--- src/sih_pkg.sv ---
// package: constants, register map and state types of the stepper io handshake block
package sih_pkg;
    localparam logic [7:0] SIH_OFF_CTRL = 8'h00;
    localparam logic [7:0] SIH_OFF_STATUS = 8'h04;
    localparam logic [7:0] SIH_OFF_IRQ_STAT = 8'h08;
    localparam logic [7:0] SIH_OFF_IRQ_MASK = 8'h0c;
    localparam logic [7:0] SIH_OFF_HOME = 8'h10;
    localparam logic [7:0] SIH_OFF_POS = 8'h14;
    localparam logic [7:0] SIH_OFF_CFG = 8'h18;
    // ctrl bits (write): alarm reset pulse, home set pulse, alarm inject pulse
    localparam int SIH_CTRL_ALM_CLR = 0;
    localparam int SIH_CTRL_HOME_SET = 1;
    localparam int SIH_CTRL_ALM_SET = 2;
    // cfg bits: pulse mode parameter
    localparam int SIH_CFG_PULSE_MODE = 0;
    // irq bits
    localparam int SIH_IRQ_ALARM = 0;
    localparam int SIH_IRQ_HOME_DONE = 1;
    localparam int SIH_IRQ_JOG_CONFLICT = 2;
    localparam int SIH_IRQ_W = 3;
    // deceleration ramp and step period, in cycles
    localparam logic [7:0] SIH_DECEL_CYCLES = 8'h10;
    localparam logic [7:0] SIH_STEP_CYCLES = 8'h04;
    localparam logic [31:0] SIH_HOME_RESET = 32'h0000_0000;

    typedef enum logic [2:0] {
        SIH_IDLE, SIH_HOMING, SIH_JOG, SIH_DECEL, SIH_LOCKOUT
    } sih_state_type;

    typedef struct packed {
        logic fast_home_request;
        logic forward_jog_request;
        logic reverse_jog_request;
        logic stop_input;
        logic stop_and_deenergize_input;
        logic current_on_input;
        logic shaft_release_input;
        logic home_sensor;
        logic alarm_cause;
        logic pulse_mode_dip_switch;
    } sih_in_type;

    typedef struct packed {
        logic ready;
        logic pulse_input_ready;
        logic home_done;
        logic alarm_output_active_low;
        logic status_red_blink;
        logic winding_enable;
        logic dynamic_brake;
        logic step;
        logic dir_forward;
    } sih_out_type;
endpackage

--- src/sih_core.sv ---
// stepper io handshake core: ready, fast home, jog, alarm and inhibit logic
`timescale 1ns/1ps
module sih_core import sih_pkg::*; (
    input wire logic clk,
    input wire logic sys_rst,
    input wire logic hsel,
    input wire logic [31:0] haddr,
    input wire logic [1:0] htrans,
    input wire logic hwrite,
    input wire logic [2:0] hsize,
    input wire logic [31:0] hwdata,
    input wire logic hready,
    output logic hreadyout,
    output logic hresp,
    output logic [31:0] hrdata,
    input wire sih_in_type pins_in,
    output sih_out_type pins_out,
    output logic single_pulse_mode,
    output logic irq
);
    typedef struct packed {
        sih_state_type state;
        logic boot;
        logic ready;
        logic home_done;
        logic alarm;
        logic blink;
        logic [7:0] blink_cnt;
        logic [7:0] cnt;
        logic [31:0] pos;
        logic [31:0] home_pos;
        logic step;
        logic dir_forward;
        logic cfg_pulse_mode;
        logic single_pulse_mode;
        logic [SIH_IRQ_W-1:0] irq_stat;
        logic [SIH_IRQ_W-1:0] irq_mask;
    } sih_core_type;

    sih_core_type c_r;
    sih_core_type c_nxt;
    logic wr_en;
    logic [7:0] reg_addr;
    logic [31:0] wr_data;
    logic [31:0] rd_data;
    logic both_jog;
    logic any_jog;
    logic inhibit;
    logic deenergize;
    logic at_home;
    logic step_tick;
    logic [SIH_IRQ_W-1:0] irq_evt;

    sih_ahb_slave u_slave (
        .clk(clk),
        .sys_rst(sys_rst),
        .hsel(hsel),
        .haddr(haddr),
        .htrans(htrans),
        .hwrite(hwrite),
        .hsize(hsize),
        .hwdata(hwdata),
        .hready(hready),
        .hreadyout(hreadyout),
        .hresp(hresp),
        .hrdata(hrdata),
        .wr_en(wr_en),
        .rd_en(),
        .reg_addr(reg_addr),
        .wr_data(wr_data),
        .rd_data(rd_data)
    );

    assign both_jog = pins_in.forward_jog_request && pins_in.reverse_jog_request;
    assign any_jog = pins_in.forward_jog_request || pins_in.reverse_jog_request;
    assign deenergize = pins_in.stop_and_deenergize_input || !pins_in.current_on_input;
    // anything that forbids motion start or ends motion
    assign inhibit = c_r.alarm || pins_in.stop_input || pins_in.shaft_release_input
        || deenergize;
    assign at_home = pins_in.home_sensor || (c_r.pos == c_r.home_pos);
    assign step_tick = (c_r.cnt == 8'h00);

    // register read mux
    always_comb begin
        rd_data = 32'h0000_0000;
        if (reg_addr == SIH_OFF_STATUS) begin
            rd_data = {24'h000000, c_r.single_pulse_mode, c_r.alarm, c_r.home_done,
                c_r.ready, 1'b0, c_r.state};
        end else if (reg_addr == SIH_OFF_IRQ_STAT) begin
            rd_data = {29'h0, c_r.irq_stat};
        end else if (reg_addr == SIH_OFF_IRQ_MASK) begin
            rd_data = {29'h0, c_r.irq_mask};
        end else if (reg_addr == SIH_OFF_HOME) begin
            rd_data = c_r.home_pos;
        end else if (reg_addr == SIH_OFF_POS) begin
            rd_data = c_r.pos;
        end else if (reg_addr == SIH_OFF_CFG) begin
            rd_data = {31'h0, c_r.cfg_pulse_mode};
        end
    end

    always_comb begin
        c_nxt = c_r;
        irq_evt = '0;
        c_nxt.step = 1'b0;
        c_nxt.boot = 1'b0;
        // pulse mode sampled only in the first cycle after reset release
        if (c_r.boot) begin
            c_nxt.single_pulse_mode = pins_in.pulse_mode_dip_switch
                || c_r.cfg_pulse_mode;
            c_nxt.ready = 1'b1;
        end
        c_nxt.blink_cnt = c_r.blink_cnt + 8'h01;
        if (c_r.blink_cnt == 8'hff) begin
            c_nxt.blink = !c_r.blink;
        end
        if (pins_in.alarm_cause && !c_r.alarm) begin
            c_nxt.alarm = 1'b1;
            irq_evt[SIH_IRQ_ALARM] = 1'b1;
        end
        c_nxt.cnt = step_tick ? SIH_STEP_CYCLES : c_r.cnt - 8'h01;
        case (c_r.state)
            SIH_IDLE: begin
                if (c_r.ready && !inhibit && pins_in.fast_home_request) begin
                    c_nxt.ready = 1'b0;
                    c_nxt.home_done = 1'b0;
                    c_nxt.state = SIH_HOMING;
                end else if (c_r.ready && both_jog) begin
                    c_nxt.state = SIH_LOCKOUT;
                    irq_evt[SIH_IRQ_JOG_CONFLICT] = 1'b1;
                end else if (c_r.ready && !inhibit && any_jog) begin
                    c_nxt.ready = 1'b0;
                    c_nxt.home_done = 1'b0;
                    c_nxt.dir_forward = pins_in.forward_jog_request;
                    c_nxt.state = SIH_JOG;
                end
            end
            SIH_HOMING: begin
                if (inhibit) begin
                    c_nxt.state = SIH_IDLE;
                    c_nxt.ready = 1'b1;
                end else if (at_home) begin
                    c_nxt.home_done = 1'b1;
                    c_nxt.ready = 1'b1;
                    c_nxt.pos = c_r.home_pos;
                    c_nxt.state = SIH_IDLE;
                    irq_evt[SIH_IRQ_HOME_DONE] = 1'b1;
                end else if (step_tick) begin
                    // travel toward the stored home target
                    c_nxt.dir_forward = $signed(c_r.home_pos - c_r.pos) > 0;
                    c_nxt.step = 1'b1;
                    c_nxt.pos = c_nxt.dir_forward ? c_r.pos + 32'h1 : c_r.pos - 32'h1;
                end
            end
            SIH_JOG: begin
                if (both_jog) begin
                    c_nxt.state = SIH_LOCKOUT;
                    irq_evt[SIH_IRQ_JOG_CONFLICT] = 1'b1;
                end else if (inhibit) begin
                    c_nxt.state = SIH_IDLE;
                    c_nxt.ready = 1'b1;
                end else if (!(c_r.dir_forward ? pins_in.forward_jog_request
                        : pins_in.reverse_jog_request)) begin
                    c_nxt.state = SIH_DECEL;
                    c_nxt.cnt = SIH_DECEL_CYCLES;
                end else if (step_tick) begin
                    c_nxt.step = 1'b1;
                    c_nxt.pos = c_r.dir_forward ? c_r.pos + 32'h1 : c_r.pos - 32'h1;
                end
            end
            SIH_DECEL: begin
                // one ramp count stands in for the deceleration profile
                if (step_tick || inhibit) begin
                    c_nxt.state = SIH_IDLE;
                    c_nxt.ready = 1'b1;
                end else begin
                    c_nxt.cnt = c_r.cnt - 8'h01;
                end
            end
            SIH_LOCKOUT: begin
                c_nxt.ready = 1'b1;
                if (!any_jog) begin
                    c_nxt.state = SIH_IDLE;
                end
            end
            default: c_nxt.state = SIH_IDLE;
        endcase
        if (wr_en) begin
            if (reg_addr == SIH_OFF_CTRL) begin
                // clear refused while the cause persists
                if (wr_data[SIH_CTRL_ALM_CLR] && !pins_in.alarm_cause) begin
                    c_nxt.alarm = 1'b0;
                end
                if (wr_data[SIH_CTRL_HOME_SET]) begin
                    c_nxt.home_pos = c_r.pos;
                end
                if (wr_data[SIH_CTRL_ALM_SET]) begin
                    c_nxt.alarm = 1'b1;
                    irq_evt[SIH_IRQ_ALARM] = 1'b1;
                end
            end else if (reg_addr == SIH_OFF_IRQ_MASK) begin
                c_nxt.irq_mask = wr_data[SIH_IRQ_W-1:0];
            end else if (reg_addr == SIH_OFF_HOME) begin
                c_nxt.home_pos = wr_data;
            end else if (reg_addr == SIH_OFF_CFG) begin
                // held until next reset, the stand-in for a power cycle
                c_nxt.cfg_pulse_mode = wr_data[SIH_CFG_PULSE_MODE];
            end
        end
        // set wins over write-one-to-clear
        c_nxt.irq_stat = c_r.irq_stat;
        if (wr_en && reg_addr == SIH_OFF_IRQ_STAT) begin
            c_nxt.irq_stat = c_r.irq_stat & ~wr_data[SIH_IRQ_W-1:0];
        end
        c_nxt.irq_stat = c_nxt.irq_stat | irq_evt;
        if (c_nxt.alarm) begin
            c_nxt.ready = 1'b0;
            c_nxt.state = SIH_IDLE;
        end else if (c_r.alarm) begin
            c_nxt.ready = 1'b1;
        end
    end

    always_ff @(posedge clk) begin
        if (sys_rst) begin
            c_r <= '0;
            c_r.state <= SIH_IDLE;
            c_r.boot <= 1'b1;
            c_r.home_pos <= SIH_HOME_RESET;
        end else begin
            c_r <= c_nxt;
        end
    end

    // cfg survives reset is not modelled; a reset counts as power cycle
    always_comb begin
        pins_out.ready = c_r.ready;
        pins_out.pulse_input_ready = c_r.ready && !c_r.boot;
        pins_out.home_done = c_r.home_done;
        pins_out.alarm_output_active_low = !c_r.alarm;
        pins_out.status_red_blink = c_r.alarm && c_r.blink;
        pins_out.winding_enable = !pins_in.shaft_release_input && !deenergize;
        pins_out.dynamic_brake = deenergize && !pins_in.shaft_release_input;
        pins_out.step = c_r.step;
        pins_out.dir_forward = c_r.dir_forward;
    end
    assign single_pulse_mode = c_r.single_pulse_mode;
    assign irq = |(c_r.irq_stat & c_r.irq_mask);

    a_alarm_out: assert property (@(posedge clk) disable iff (sys_rst)
        c_r.alarm |-> !pins_out.alarm_output_active_low)
        else $error("alarm output not off during alarm");
    a_clear_cause: assert property (@(posedge clk) disable iff (sys_rst)
        $fell(c_r.alarm) |-> !$past(pins_in.alarm_cause))
        else $error("alarm cleared while cause present");
    a_home_ready: assert property (@(posedge clk) disable iff (sys_rst)
        (c_r.state == SIH_IDLE && c_r.ready && !inhibit && pins_in.fast_home_request)
        |=> !c_r.ready && c_r.state == SIH_HOMING)
        else $error("home request did not drop ready");
    a_home_done: assert property (@(posedge clk) disable iff (sys_rst)
        $rose(c_r.home_done) |-> c_r.ready && c_r.pos == c_r.home_pos)
        else $error("home done without ready at home");
    a_conflict_still: assert property (@(posedge clk) disable iff (sys_rst)
        c_r.state == SIH_LOCKOUT |-> !c_r.step)
        else $error("motion during jog conflict");
    a_stop_nostart: assert property (@(posedge clk) disable iff (sys_rst)
        (c_r.state == SIH_IDLE && pins_in.stop_input) |=> c_r.state != SIH_JOG
        && c_r.state != SIH_HOMING)
        else $error("motion started under stop");
    a_release_free: assert property (@(posedge clk) disable iff (sys_rst)
        pins_in.shaft_release_input |-> !pins_out.winding_enable && !pins_out.dynamic_brake)
        else $error("windings energized under shaft release");
    a_jog_decel: assert property (@(posedge clk) disable iff (sys_rst || c_r.alarm)
        c_r.state == SIH_DECEL |-> ##[1:20] c_r.ready)
        else $error("ready not back after jog stop");
    a_boot_ready: assert property (@(posedge clk)
        $fell(sys_rst) |=> ##1 pins_out.ready || c_r.alarm)
        else $error("ready not raised after reset");

    // a register write or a new alarm in the same cycle overrides the move logic
    a_pulse_ready: assert property (@(posedge clk) disable iff (sys_rst)
        (c_r.ready && !c_r.boot) |-> pins_out.pulse_input_ready)
        else $error("pulse ready missing while ready");
    a_jog_start: assert property (@(posedge clk) disable iff (sys_rst)
        (c_r.state == SIH_IDLE && c_r.ready && !inhibit && any_jog && !both_jog
        && !pins_in.fast_home_request && !pins_in.alarm_cause && !wr_en)
        |=> c_r.state == SIH_JOG && !c_r.ready)
        else $error("jog request did not start motion");
    a_jog_dir: assert property (@(posedge clk) disable iff (sys_rst)
        $rose(c_r.state == SIH_JOG) |-> c_r.dir_forward == $past(pins_in.forward_jog_request))
        else $error("jog direction does not follow request");
    a_jog_hold: assert property (@(posedge clk) disable iff (sys_rst)
        (c_r.state == SIH_JOG && !inhibit && !both_jog && !pins_in.alarm_cause && !wr_en
        && (c_r.dir_forward ? pins_in.forward_jog_request : pins_in.reverse_jog_request))
        |=> c_r.state == SIH_JOG)
        else $error("jog ended while request held");
    a_jog_release: assert property (@(posedge clk) disable iff (sys_rst)
        (c_r.state == SIH_JOG && !inhibit && !both_jog && !pins_in.alarm_cause && !wr_en
        && !(c_r.dir_forward ? pins_in.forward_jog_request : pins_in.reverse_jog_request))
        |=> c_r.state == SIH_DECEL && !c_r.ready && !c_r.step)
        else $error("jog release did not decelerate");
    a_conflict_enter: assert property (@(posedge clk) disable iff (sys_rst)
        (c_r.state == SIH_IDLE && c_r.ready && both_jog && !pins_in.fast_home_request
        && !pins_in.alarm_cause && !wr_en) |=> c_r.state == SIH_LOCKOUT)
        else $error("jog conflict not locked out");
    a_brake_coff: assert property (@(posedge clk) disable iff (sys_rst)
        (deenergize && !pins_in.shaft_release_input) |-> pins_out.dynamic_brake)
        else $error("no dynamic brake in non-excitation");
    a_home_target: assert property (@(posedge clk) disable iff (sys_rst)
        (c_r.state == SIH_HOMING && c_r.step) |-> (c_r.dir_forward
        ? $signed(c_r.home_pos - c_r.pos) >= 0 : $signed(c_r.home_pos - c_r.pos) <= 0))
        else $error("homing step away from stored home");
    a_irq_set_wins: assert property (@(posedge clk) disable iff (sys_rst)
        irq_evt != '0 |=> (c_r.irq_stat & $past(irq_evt)) == $past(irq_evt))
        else $error("interrupt event lost");
    a_alarm_ready: assert property (@(posedge clk) disable iff (sys_rst)
        c_r.alarm |-> !pins_out.ready)
        else $error("ready shown during alarm");
    a_alarm_set: assert property (@(posedge clk) disable iff (sys_rst)
        (pins_in.alarm_cause && !c_r.alarm) |=> c_r.alarm)
        else $error("alarm cause not latched");
    a_mode_latched: assert property (@(posedge clk) disable iff (sys_rst)
        !c_r.boot |=> $stable(c_r.single_pulse_mode))
        else $error("pulse mode changed without power cycle");
    a_release_still: assert property (@(posedge clk) disable iff (sys_rst)
        pins_in.shaft_release_input |=> !c_r.step)
        else $error("step issued under shaft release");
endmodule // sih_core

--- src/sih_ahb_slave.sv ---
// ahb-lite single-word slave front end of the stepper io handshake block
`timescale 1ns/1ps
module sih_ahb_slave import sih_pkg::*; (
    input wire logic clk,
    input wire logic sys_rst,
    input wire logic hsel,
    input wire logic [31:0] haddr,
    input wire logic [1:0] htrans,
    input wire logic hwrite,
    input wire logic [2:0] hsize,
    input wire logic [31:0] hwdata,
    input wire logic hready,
    output logic hreadyout,
    output logic hresp,
    output logic [31:0] hrdata,
    output logic wr_en,
    output logic rd_en,
    output logic [7:0] reg_addr,
    output logic [31:0] wr_data,
    input wire logic [31:0] rd_data
);
    typedef struct packed {
        logic wr_pend;
        logic [7:0] addr;
        logic [31:0] rdata;
    } sih_slv_type;

    sih_slv_type s_r;
    sih_slv_type s_nxt;
    logic take;

    // a new transfer during a landing write waits one cycle: both would need reg_addr
    assign take = hsel && hready && htrans[1];
    assign hreadyout = !(s_r.wr_pend && hsel && htrans[1]);
    assign hresp = 1'b0;
    assign hrdata = s_r.rdata;
    assign wr_en = s_r.wr_pend;
    assign reg_addr = take ? haddr[7:0] : s_r.addr;
    assign wr_data = hwdata;
    assign rd_en = take && !hwrite;

    always_comb begin
        s_nxt = s_r;
        s_nxt.wr_pend = take && hwrite;
        if (take) begin
            s_nxt.addr = haddr[7:0];
        end
        // read data captured at the address edge, presented in the data phase
        if (take && !hwrite) begin
            s_nxt.rdata = rd_data;
        end
    end

    always_ff @(posedge clk) begin
        if (sys_rst) begin
            s_r <= '0;
        end else begin
            s_r <= s_nxt;
        end
    end
endmodule // sih_ahb_slave

--- config.mk ---
export PLATFORM = sky130hd
export DESIGN_NAME = sih_core
export DESIGN_NICKNAME = d
export VERILOG_FILES = /design/src/sih_pkg.sv /design/src/sih_core.sv /design/src/sih_ahb_slave.sv
export SDC_FILE = /design/constraint.sdc
export NUM_CORES = 1
export LEC_CHECK = 0
export ABC_AREA = 0
export BUFFER_PORTS_ARGS = -buffer_cell sky130_fd_sc_hd__buf_2
export CELL_PAD_IN_SITES_DETAIL_PLACEMENT = 2
export CELL_PAD_IN_SITES_GLOBAL_PLACEMENT = 2
export CORE_ASPECT_RATIO = 1.2
export CORE_MARGIN = 5
export CORE_UTILIZATION = 31
export DETAILED_ROUTE_END_ITERATION = 10
export HOLD_SLACK_MARGIN = 0.12
export PLACE_DENSITY = 0.76
export SLEW_MARGIN = 10
export SYNTH_ARGS = -nofsm -noshare
export SYNTH_HDL_FRONTEND = slang
export SYNTH_SLANG_ARGS = --single-unit
--- constraint.sdc ---
create_clock -name clk -period 3.98 [get_ports clk]
set_clock_uncertainty 0.1 [all_clocks]
set_input_delay 0.597 -clock clk [delete_from_list [all_inputs] [get_ports clk]]
set_output_delay 0.597 -clock clk [all_outputs]
set_load 0.05 [all_outputs]
==> results of run 1 <==
path summary, 6_finish.rpt:
kind / endpoint / slack [ns] / cells after the start
worst max-delay path: c_r[47] / -0.48 / 17
worst min register to register: u_slave.s_r[32] / 0.37 / 2
worst min-delay path: u_slave.s_r[38] / 0.28 / 3
worst max register to register: c_r[47] / -0.48 / 17
placed cells by master, fill, tap and decap left out, drive strengths merged, types with 23 or more instances in the layout:
cell type and count:
ha 36, inv 50, nand2 125, xnor2 42
buf 456, nor3 69, a22oi 34, o211ai 23
nand4 41, and3 27, nand3 72, a21oi 120
or3 28, a211oi 54, o21ai 80, nor2 216
dfxtp 139, mux2i 55, nor4 24
repair_timing:
| action | CTS | global route |
|---|---|---|
| buffers inserted | 30 | 17 |
| pin swaps | 60 | 56 |
| resized for setup | 133 | 81 |
| endpoints found under the setup margin | 32 | 34 |
| gates cloned | 1 | 0 |
routing by layer:
layer	wire length [um]	up-vias
li1	-	6820
met1	29100	8457
met2	39400	1157
met3	5990	537
met4	7820	0
met5	0	-
logic make-up (layout without fill, tap and decap cells):
logic type               count (synthesis)  after routing  synth area share [%]
adder cells (fa/ha/maj)                 37             37                  3.79
AND/OR/NAND/NOR                        684            684                  28.0
XOR/XNOR                                53             53                  3.82
other                                    1              2                0.0309
multiplexers                            58             58                  4.81
AO/OA/AOI/OAI                          489            489                  28.2
flip-flops                             139            139                  22.9
buffers and inverters                  223            538                  8.42
synthesized netlist by cell type (all sizes together), types with 27 or more instances:
library cell	count	area, um2
nor2	216	813
dfxtp	139	2780
nand2	125	469
a21oi	120	612
clkbuf	104	390
o21ai	80	400
nand3	72	360
buf	69	445
nor3	69	370
mux2i	55	551
a211oi	54	428
inv	46	173
xnor2	42	368
nand4	41	272
ha	36	450
a22oi	34	255
or3	28	180
and3	27	169
metrics by stage:
step	hold slack [ns]	total power, mW
2_1_floorplan	0.313	3.35
3_3_place_gp	0.326	4.52
3_5_place_dp	0.358	4.69
4_1_cts	0.266	6.78
5_1_grt	0.280	7.63
6_report	0.276	7.47
power breakdown:
part / switching [mW] / internal, mW / leakage (nW)
Sequential: 0.0523 / 1.44 / 1.13
Clock: 0.799 / 0.998 / 0.300
Combinational: 2.55 / 1.63 / 5.63
worst register-to-register path: stages (launching register included):
cell       delay [ns]
dfxtp_2          0.35
inv_2            0.08
ha_4             0.28
and2b_2          0.24
o2111ai_4        0.25
nand4_1          0.24
buf_4            0.21
a2111o_1         0.39
a21o_1           0.24
a2111oi_4        0.45
nand4_1          0.18
buf_6            0.18
nor4_4           0.26
buf_12           0.20
nor2_4           0.08
buf_4            0.19
o211ai_1         0.26
a41o_1           0.23
registers in the layout (all words and copies together) (netlist names):
name and count:
u_slave.hrdata 32, u_slave.s_r 8, c_r 93, single_pulse_mode 1, u_slave.wr_en 1, pins_out 4
final cells by class:
class                   count  area share [%]
flip-flops and latches    139            16.6
inverters                  50            1.16
clock inverters            15            1.12
clock buffers              17            2.51
well taps                 526            3.89
multi-input cells        1322            54.9
repair buffers            456            19.8
diodes                      1          0.0148
==> summary.txt, run 1 <==
Worst setup path
  • Critical path's top delay family: compound AO/OA/AOI/OAI gates
  • Worst path max stage delay: 0.45 ns
  • Worst setup EP type: flop
  • Worst path cell trace: inv_2 -> ha_4 -> and2b_2 -> o2111ai_4 -> nand4_1 -> buf_4 -> a2111o_1 -> a21o_1 -> a2111oi_4 -> nand4_1 -> buf_6 -> nor4_4 -> buf_12 -> nor2_4 -> buf_4 -> o211ai_1 -> a41o_1
  • RR Startpoint: c_r[43]
  • Critical Path Fanout Max: 5
  • Data required time of the critical path: 4.29 ns
  • WS Path Type: flop to flop
  • Worst Path Buf+Inv: 5
  • Crit-path slowest cell: a2111oi_4
  • CP startpoint: c_r[43]
  • Crit path DAT: 4.77 ns
  • CP Launch Type: flop

Clock tree
  • Worst-Skew Late Latency: 0.48 ns
  • Max Buffers Root-to-Sink: 2
  • Num CTS Buffers: 17
  • Post-CTS Hold Buffers: 0
  • CTS tree: built
  • Root Driver: clkbuf_16
  • Worst-path clk slew: roughly 0.070 ns
  • Htree depth: 4
  • Clk sinks: 139

Run status
  • Status: finished with violations
  • Failing checks: negative setup slack

Synthesis
  • EDFF count, synth: 0
  • Ys Warns: 0
  • Post-synthesis average cell area: 7.22 um2
  • #FFs+latches synth: roughly 140
  • Library cells used by synthesis: 97
  • Post-Syn Nets: 1804
  • Mapped cell area: between 10000 and 15000 um2
  • FFs w/ async S/R, synth: 0%
  • Ys flop type: dfxtp_1
  • Post-Syn Instances: 1684
  • Post-synthesis sequential area ratio: about 23%

Placement
  • DP Worst Slack: -0.746 ns
  • PortBufs: 99
  • Post-place instance area: about 15000 um2
  • Post-DP HPWL: 47500 um
  • Placed insts: 2447
  • GPL Wtd Cong: about 0.95

Die
  • Die area: 43300 um2
  • Rows: 79
  • Initial Util: 31.4%
  • Core Box Area: 38700 um2
  • Chip Width: about 190 um
  • Ports: 129
  • Die Ht: 227 um

Timing
  • Fin Setup TNS: -11.38 ns
  • Period utilisation layout: 112%
  • Final Max Tran Viols: 0
  • Relative slew margins: 39.2%
  • Final setup margin: -0.477 ns
  • RSZ-0062 raised after global routing: yes
  • Worst-Margin Slew: 0.911 ns
  • Minimum clock period: 4.46 ns
  • Hold Violations, Final: 0
  • Fmax: 0.224 GHz
  • Final setup viols: 33

Route
  • DR pass1 iterations: 6
  • DRT antenna net count: 0
  • Vias: 17000
  • DRC viols: 0
  • Avg WL per Cell: 32.6 um
  • Final WL: 82300 um
  • DRT iter0 DRCs: 1728
  • Drt via density: between 6 and 7

Global route
  • Busiest metal layer after global routing: met2
  • Initial antenna violation count: 1
  • GRT Resource Usage Total: 33.7%
  • Met3 Use GR: 5.64%
  • Overflow after GRT: 0
  • Global-route wire length before repair: between 100000 and 150000 um
  • M2 GR Usage: just under 60%
  • Vias in the first global route: about 18000
  • Largest net degree at the start of global routing: 65
  • Routing usage on met1: 36.2%

Finish
  • Non-filler cells, final: about 2500
  • Net count, final: 2106
  • Final core occ: 43.7%
  • Layout Cell Area excl Fill: about 17000 um2
  • Multi-input gate area in the final layout: 9290 um2
  • Syn-to-layout area delta: 39.3%
  • Share of cells above drive strength 1: 34.3%
  • Fillers: 4328
  • Register area: 2810 um2

Power and ir drop
  • Peak supply drop: 0.370 mV
  • Pleak: about 7.1 nW
  • Power per cell area: approximately 440 nW/um2

Hold path
  • HP Start: haddr[6]
  • Hold crit path type: primary input to flop

Run
  • Max_cap viols: 0
(Power assumes the default switching activity.)
==> run 2, diff against run 1 <==
Settings changed: ABC_AREA 0 to 1, CORE_UTILIZATION 31 to 29, PLACE_DENSITY 0.76 to 0.77.
==> summary.txt, run 2 <==
Run status
  • Status: finished clean

Finish
  • Multi-input gate area in the final layout: 7700 um2 (-17%)
  • Commonest non-fill, non-tap cell in the layout: nand2_1
  • Most frequent cells in the layout: nand2_1 (625), inv_1 (209), nor2_1 (139)
  • Share of cells above drive strength 1: 15.6% (-19 points)
  • Antenna diode count: 0 (-1)
  • Biggest register: c_r
  • Largest register FFs: 93 (unchanged)
  • Layout Cell Area excl Fill: 13800 um2 (-19%)
  • Fillers: 5260 (+22%)
  • Register area: 2790 um2 (-0.80%)
  • Syn-to-layout area delta: 14.0%
  • Net count, final: 2186 (+3.8%)

Clock tree
  • Num CTS Buffers: 17 (unchanged)
  • Clk sinks: 139 (unchanged)
  • Worst-Skew Late Latency: 0.45 ns (-0.03 ns)
  • Max Buffers Root-to-Sink: 2 (unchanged)
  • Worst-path clk slew: 0.06 ns (about the same)
  • Setup bufs post-CTS: 0 (-100%)
  • Root Driver: clkbuf_16
  • CTS tree: built
  • Post-CTS Hold Buffers: 0 (unchanged)
  • CTS resizes: 0 (-100%)
  • Htree depth: 4 (unchanged)

Global route
  • Global-route wire length before repair: 83100 um (-26%)
  • Overflow after GRT: 0 (unchanged)
  • Largest net degree at the start of global routing: 65 (unchanged)
  • Busiest metal layer after global routing: met2
  • Met3 Use GR: 3.20% (-2.4 points)
  • Routing usage on met1: 25.8% (-10 points)
  • GRT Resource Usage Total: 22.9% (-11 points)
  • Initial antenna violation count: 1 (unchanged)
  • Vias in the first global route: 15200 (-16%)
  • M2 GR Usage: 42.9% (-17 points)

Route
  • DRT iter0 DRCs: 629 (-64%)
  • Drt via density: 5.27 (-22%)
  • Avg WL per Cell: 20.4 um (-37%)
  • DRT antenna net count: 0 (unchanged)
  • Final WL: 53500 um (-35%)
  • Vias: 13800 (-19%)
  • DR pass1 iterations: 5 (-1)
  • DRC viols: 0 (unchanged)

Worst setup path
  • CP startpoint: c_r[43]
  • R2r setup slk: 0.34 ns (+0.82 ns)
  • Worst setup EP type: flop
  • Setup crit end: c_r[49]
  • Critical Path Fanout Max: 9 (+4)
  • Crit Reg-Reg Endpoint: c_r[49]
  • RR Startpoint: c_r[43]
  • CP Launch Type: flop
  • Reg2Reg Depth: 22 (+5)
  • WS Path Type: flop to flop
  • Data required time of the critical path: 4.21 ns (-0.08 ns)
  • Crit path DAT: 3.88 ns (-0.89 ns)

Synthesis
  • Ys Warns: 0 (unchanged)
  • Synth area leaders: dfxtp_1 (23%), nand2_1 (19%), inv_1 (6.5%)
  • Post-Syn Nets: 2135 (+18%)
  • Leading area contributor after synthesis: dfxtp_1
  • Top cell type's share of synthesized area: 23.0% (+0.10 points)
  • Mapped cell area: 12100 um2 (-0.44%)
  • #FFs+latches synth: 139 (unchanged)
  • Post-synthesis average cell area: 6.00 um2 (-17%)
  • Most common cell in the synthesized netlist: nand2_1
  • Post-synthesis sequential area ratio: 23.0% (+0.10 points)
  • Most frequent cells after synthesis: nand2_1 (625), inv_1 (210), nor2_1 (141)
  • Library cells used by synthesis: 54 (-44%)
  • Ys flop type: dfxtp_1
  • EDFF count, synth: 0 (unchanged)
  • Post-Syn Instances: 2015 (+20%)
  • FFs w/ async S/R, synth: 0% (unchanged)

Power and ir drop
  • Share of power burned in registers: 32.4% (+12 points)
  • Switching Power: 1.54 mW (-55%)
  • Comb pwr share: 25.5% (-31 points)
  • Power per cell area: 329 nW/um2 (-25%)
  • Clock power share: 42.1% (+18 points)
  • Pleak: 6.62 nW (-6.3%)
  • Switch share: 33.9% (-12 points)
  • Pint: 3.00 mW (-26%)
  • Peak supply drop: 0.334 mV (-9.8%)

Placement
  • Post-DP HPWL: 41700 um (-12%)
  • GPL Wtd Cong: 0.895 (-5.4%)
  • PortBufs: 99 (unchanged)
  • Post-place instance area: 13100 um2 (-13%)

Die
  • Die Ht: 234 um (+3.0%)
  • Core Box Area: 41600 um2 (+7.2%)
  • Rows: 82 (+3.8%)
  • Chip Width: 196 um (+3.0%)
  • Ports: 129 (unchanged)
  • Initial Util: 29.1% (-2.2 points)
  • Die area: 45900 um2 (+6.1%)

Timing
  • Final Max Tran Viols: 0 (unchanged)
  • RSZ-0062 raised after global routing: no
  • Final setup viols: 0 (-100%)
  • Period utilisation layout: 91.5% (-20 points)
  • Hold Violations, Final: 0 (unchanged)
  • Worst-Margin Slew: 0.901 ns (-0.00982 ns)
  • Relative slew margins: 39.8% (+0.63 points)
  • Fin Setup TNS: 0 ns (+11.38 ns)
  • Minimum clock period: 3.64 ns (-0.815 ns)
  • Fmax: 0.275 GHz (+22%)

Run
  • Max_cap viols: 0 (unchanged)

Hold path
  • Hold crit path type: primary input to flop
==> run 2: cell types whose count changed after synthesis, moves of 44 or more <==
cell / delta
a211oi_1: -44
inv_1: +164
mux2i_1: -51
nand2_1: +500
nand3_1: +61
nor2_1: -74
xor2_1: +58
==> run 2: power groups by stage <==
| stage | registers [mW] | clock network (mW) | logic (mW) |
|---|---|---|---|
| 2_1_floorplan | 1.49 | 0 | 0.816 |
| 3_3_place_gp | 1.50 | 0 | 1.11 |
| 3_5_place_dp | 1.50 | 0 | 1.16 |
| 4_1_cts | 1.47 | 1.94 | 1.17 |
| 5_1_grt | 1.48 | 2.00 | 1.28 |
| 6_report | 1.47 | 1.91 | 1.16 |
==> run 2: through the flow <==
stage	total power, mW	cells	util (%)	setup WS [ns]	hold slack, ns
after floorplan	2.31	2015	-	1.07	0.293
after global placement	2.61	2593	31.5	0.395	0.299
after detailed placement	2.66	2593	31.5	0.169	0.321
after CTS	4.58	2625	33.2	0.159	0.293
after global routing	4.75	2625	33.2	0.0488	0.312
final	4.54	2625	33.2	0.338	0.310
==> run 2: kinds of logic (layout without fill, tap and decap cells) <==
logic type	Yosys count	count (layout)	share of synthesized area, %
xor+xnor	76	76	5.50
buf+inv	375	439	13.4
flops	139	139	23.0
mux	4	4	0.331
other cells	1	1	0.0310
simple gates	1053	1053	38.7
compound gates	331	331	15.4
fa+ha+maj	36	36	3.72
==> run 2: layer usage <==
metal	share of wire [%]	wire, um	up-vias
li1	-	-	6554
met4	4.0	2130	2
met2	52	27900	305
met5	0.024	13	-
met3	3.5	1850	121
met1	40	21700	6848
==> run 2: worst min-delay path by stage <==
stage	cells after the start	slack, ns	to	startpoint
after global routing	3	0.31	c_r[3]	pins_in[1]
final	3	0.31	u_slave.s_r[37]	haddr[5]
after detailed placement	1	0.32	c_r[74]	c_r[74]
after CTS	3	0.29	c_r[91]	pins_in[1]
after floorplan	1	0.29	c_r[74]	c_r[74]
after global placement	1	0.30	c_r[74]	c_r[74]
==> run 2: layout make-up <==
cell class	count	area share [%]
multi-input cells	1501	55.9
flip-flops and latches	139	20.2
repair buffers	166	7.45
inverters	241	6.56
well taps	546	4.96
clock buffers	19	3.21
clock inverters	13	1.73
==> run 2: critical path, cell delays in order (launching register included) <==
cell	delay, ns
dfxtp_1	0.44
inv_1	0.12
ha_1	0.40
nand2_1	0.10
nand2_1	0.18
nand2_1	0.08
nand2_1	0.19
nand2_1	0.08
nand2_1	0.18
nand2_1	0.15
nand4_1	0.11
nand2_1	0.07
nor2_1	0.10
nand2_1	0.12
nor2_4	0.15
nand3_4	0.10
nand2_2	0.23
buf_4	0.23
nand2_1	0.08
nand3_1	0.10
nand2_1	0.07
nand2_1	0.08
a21oi_2	0.07
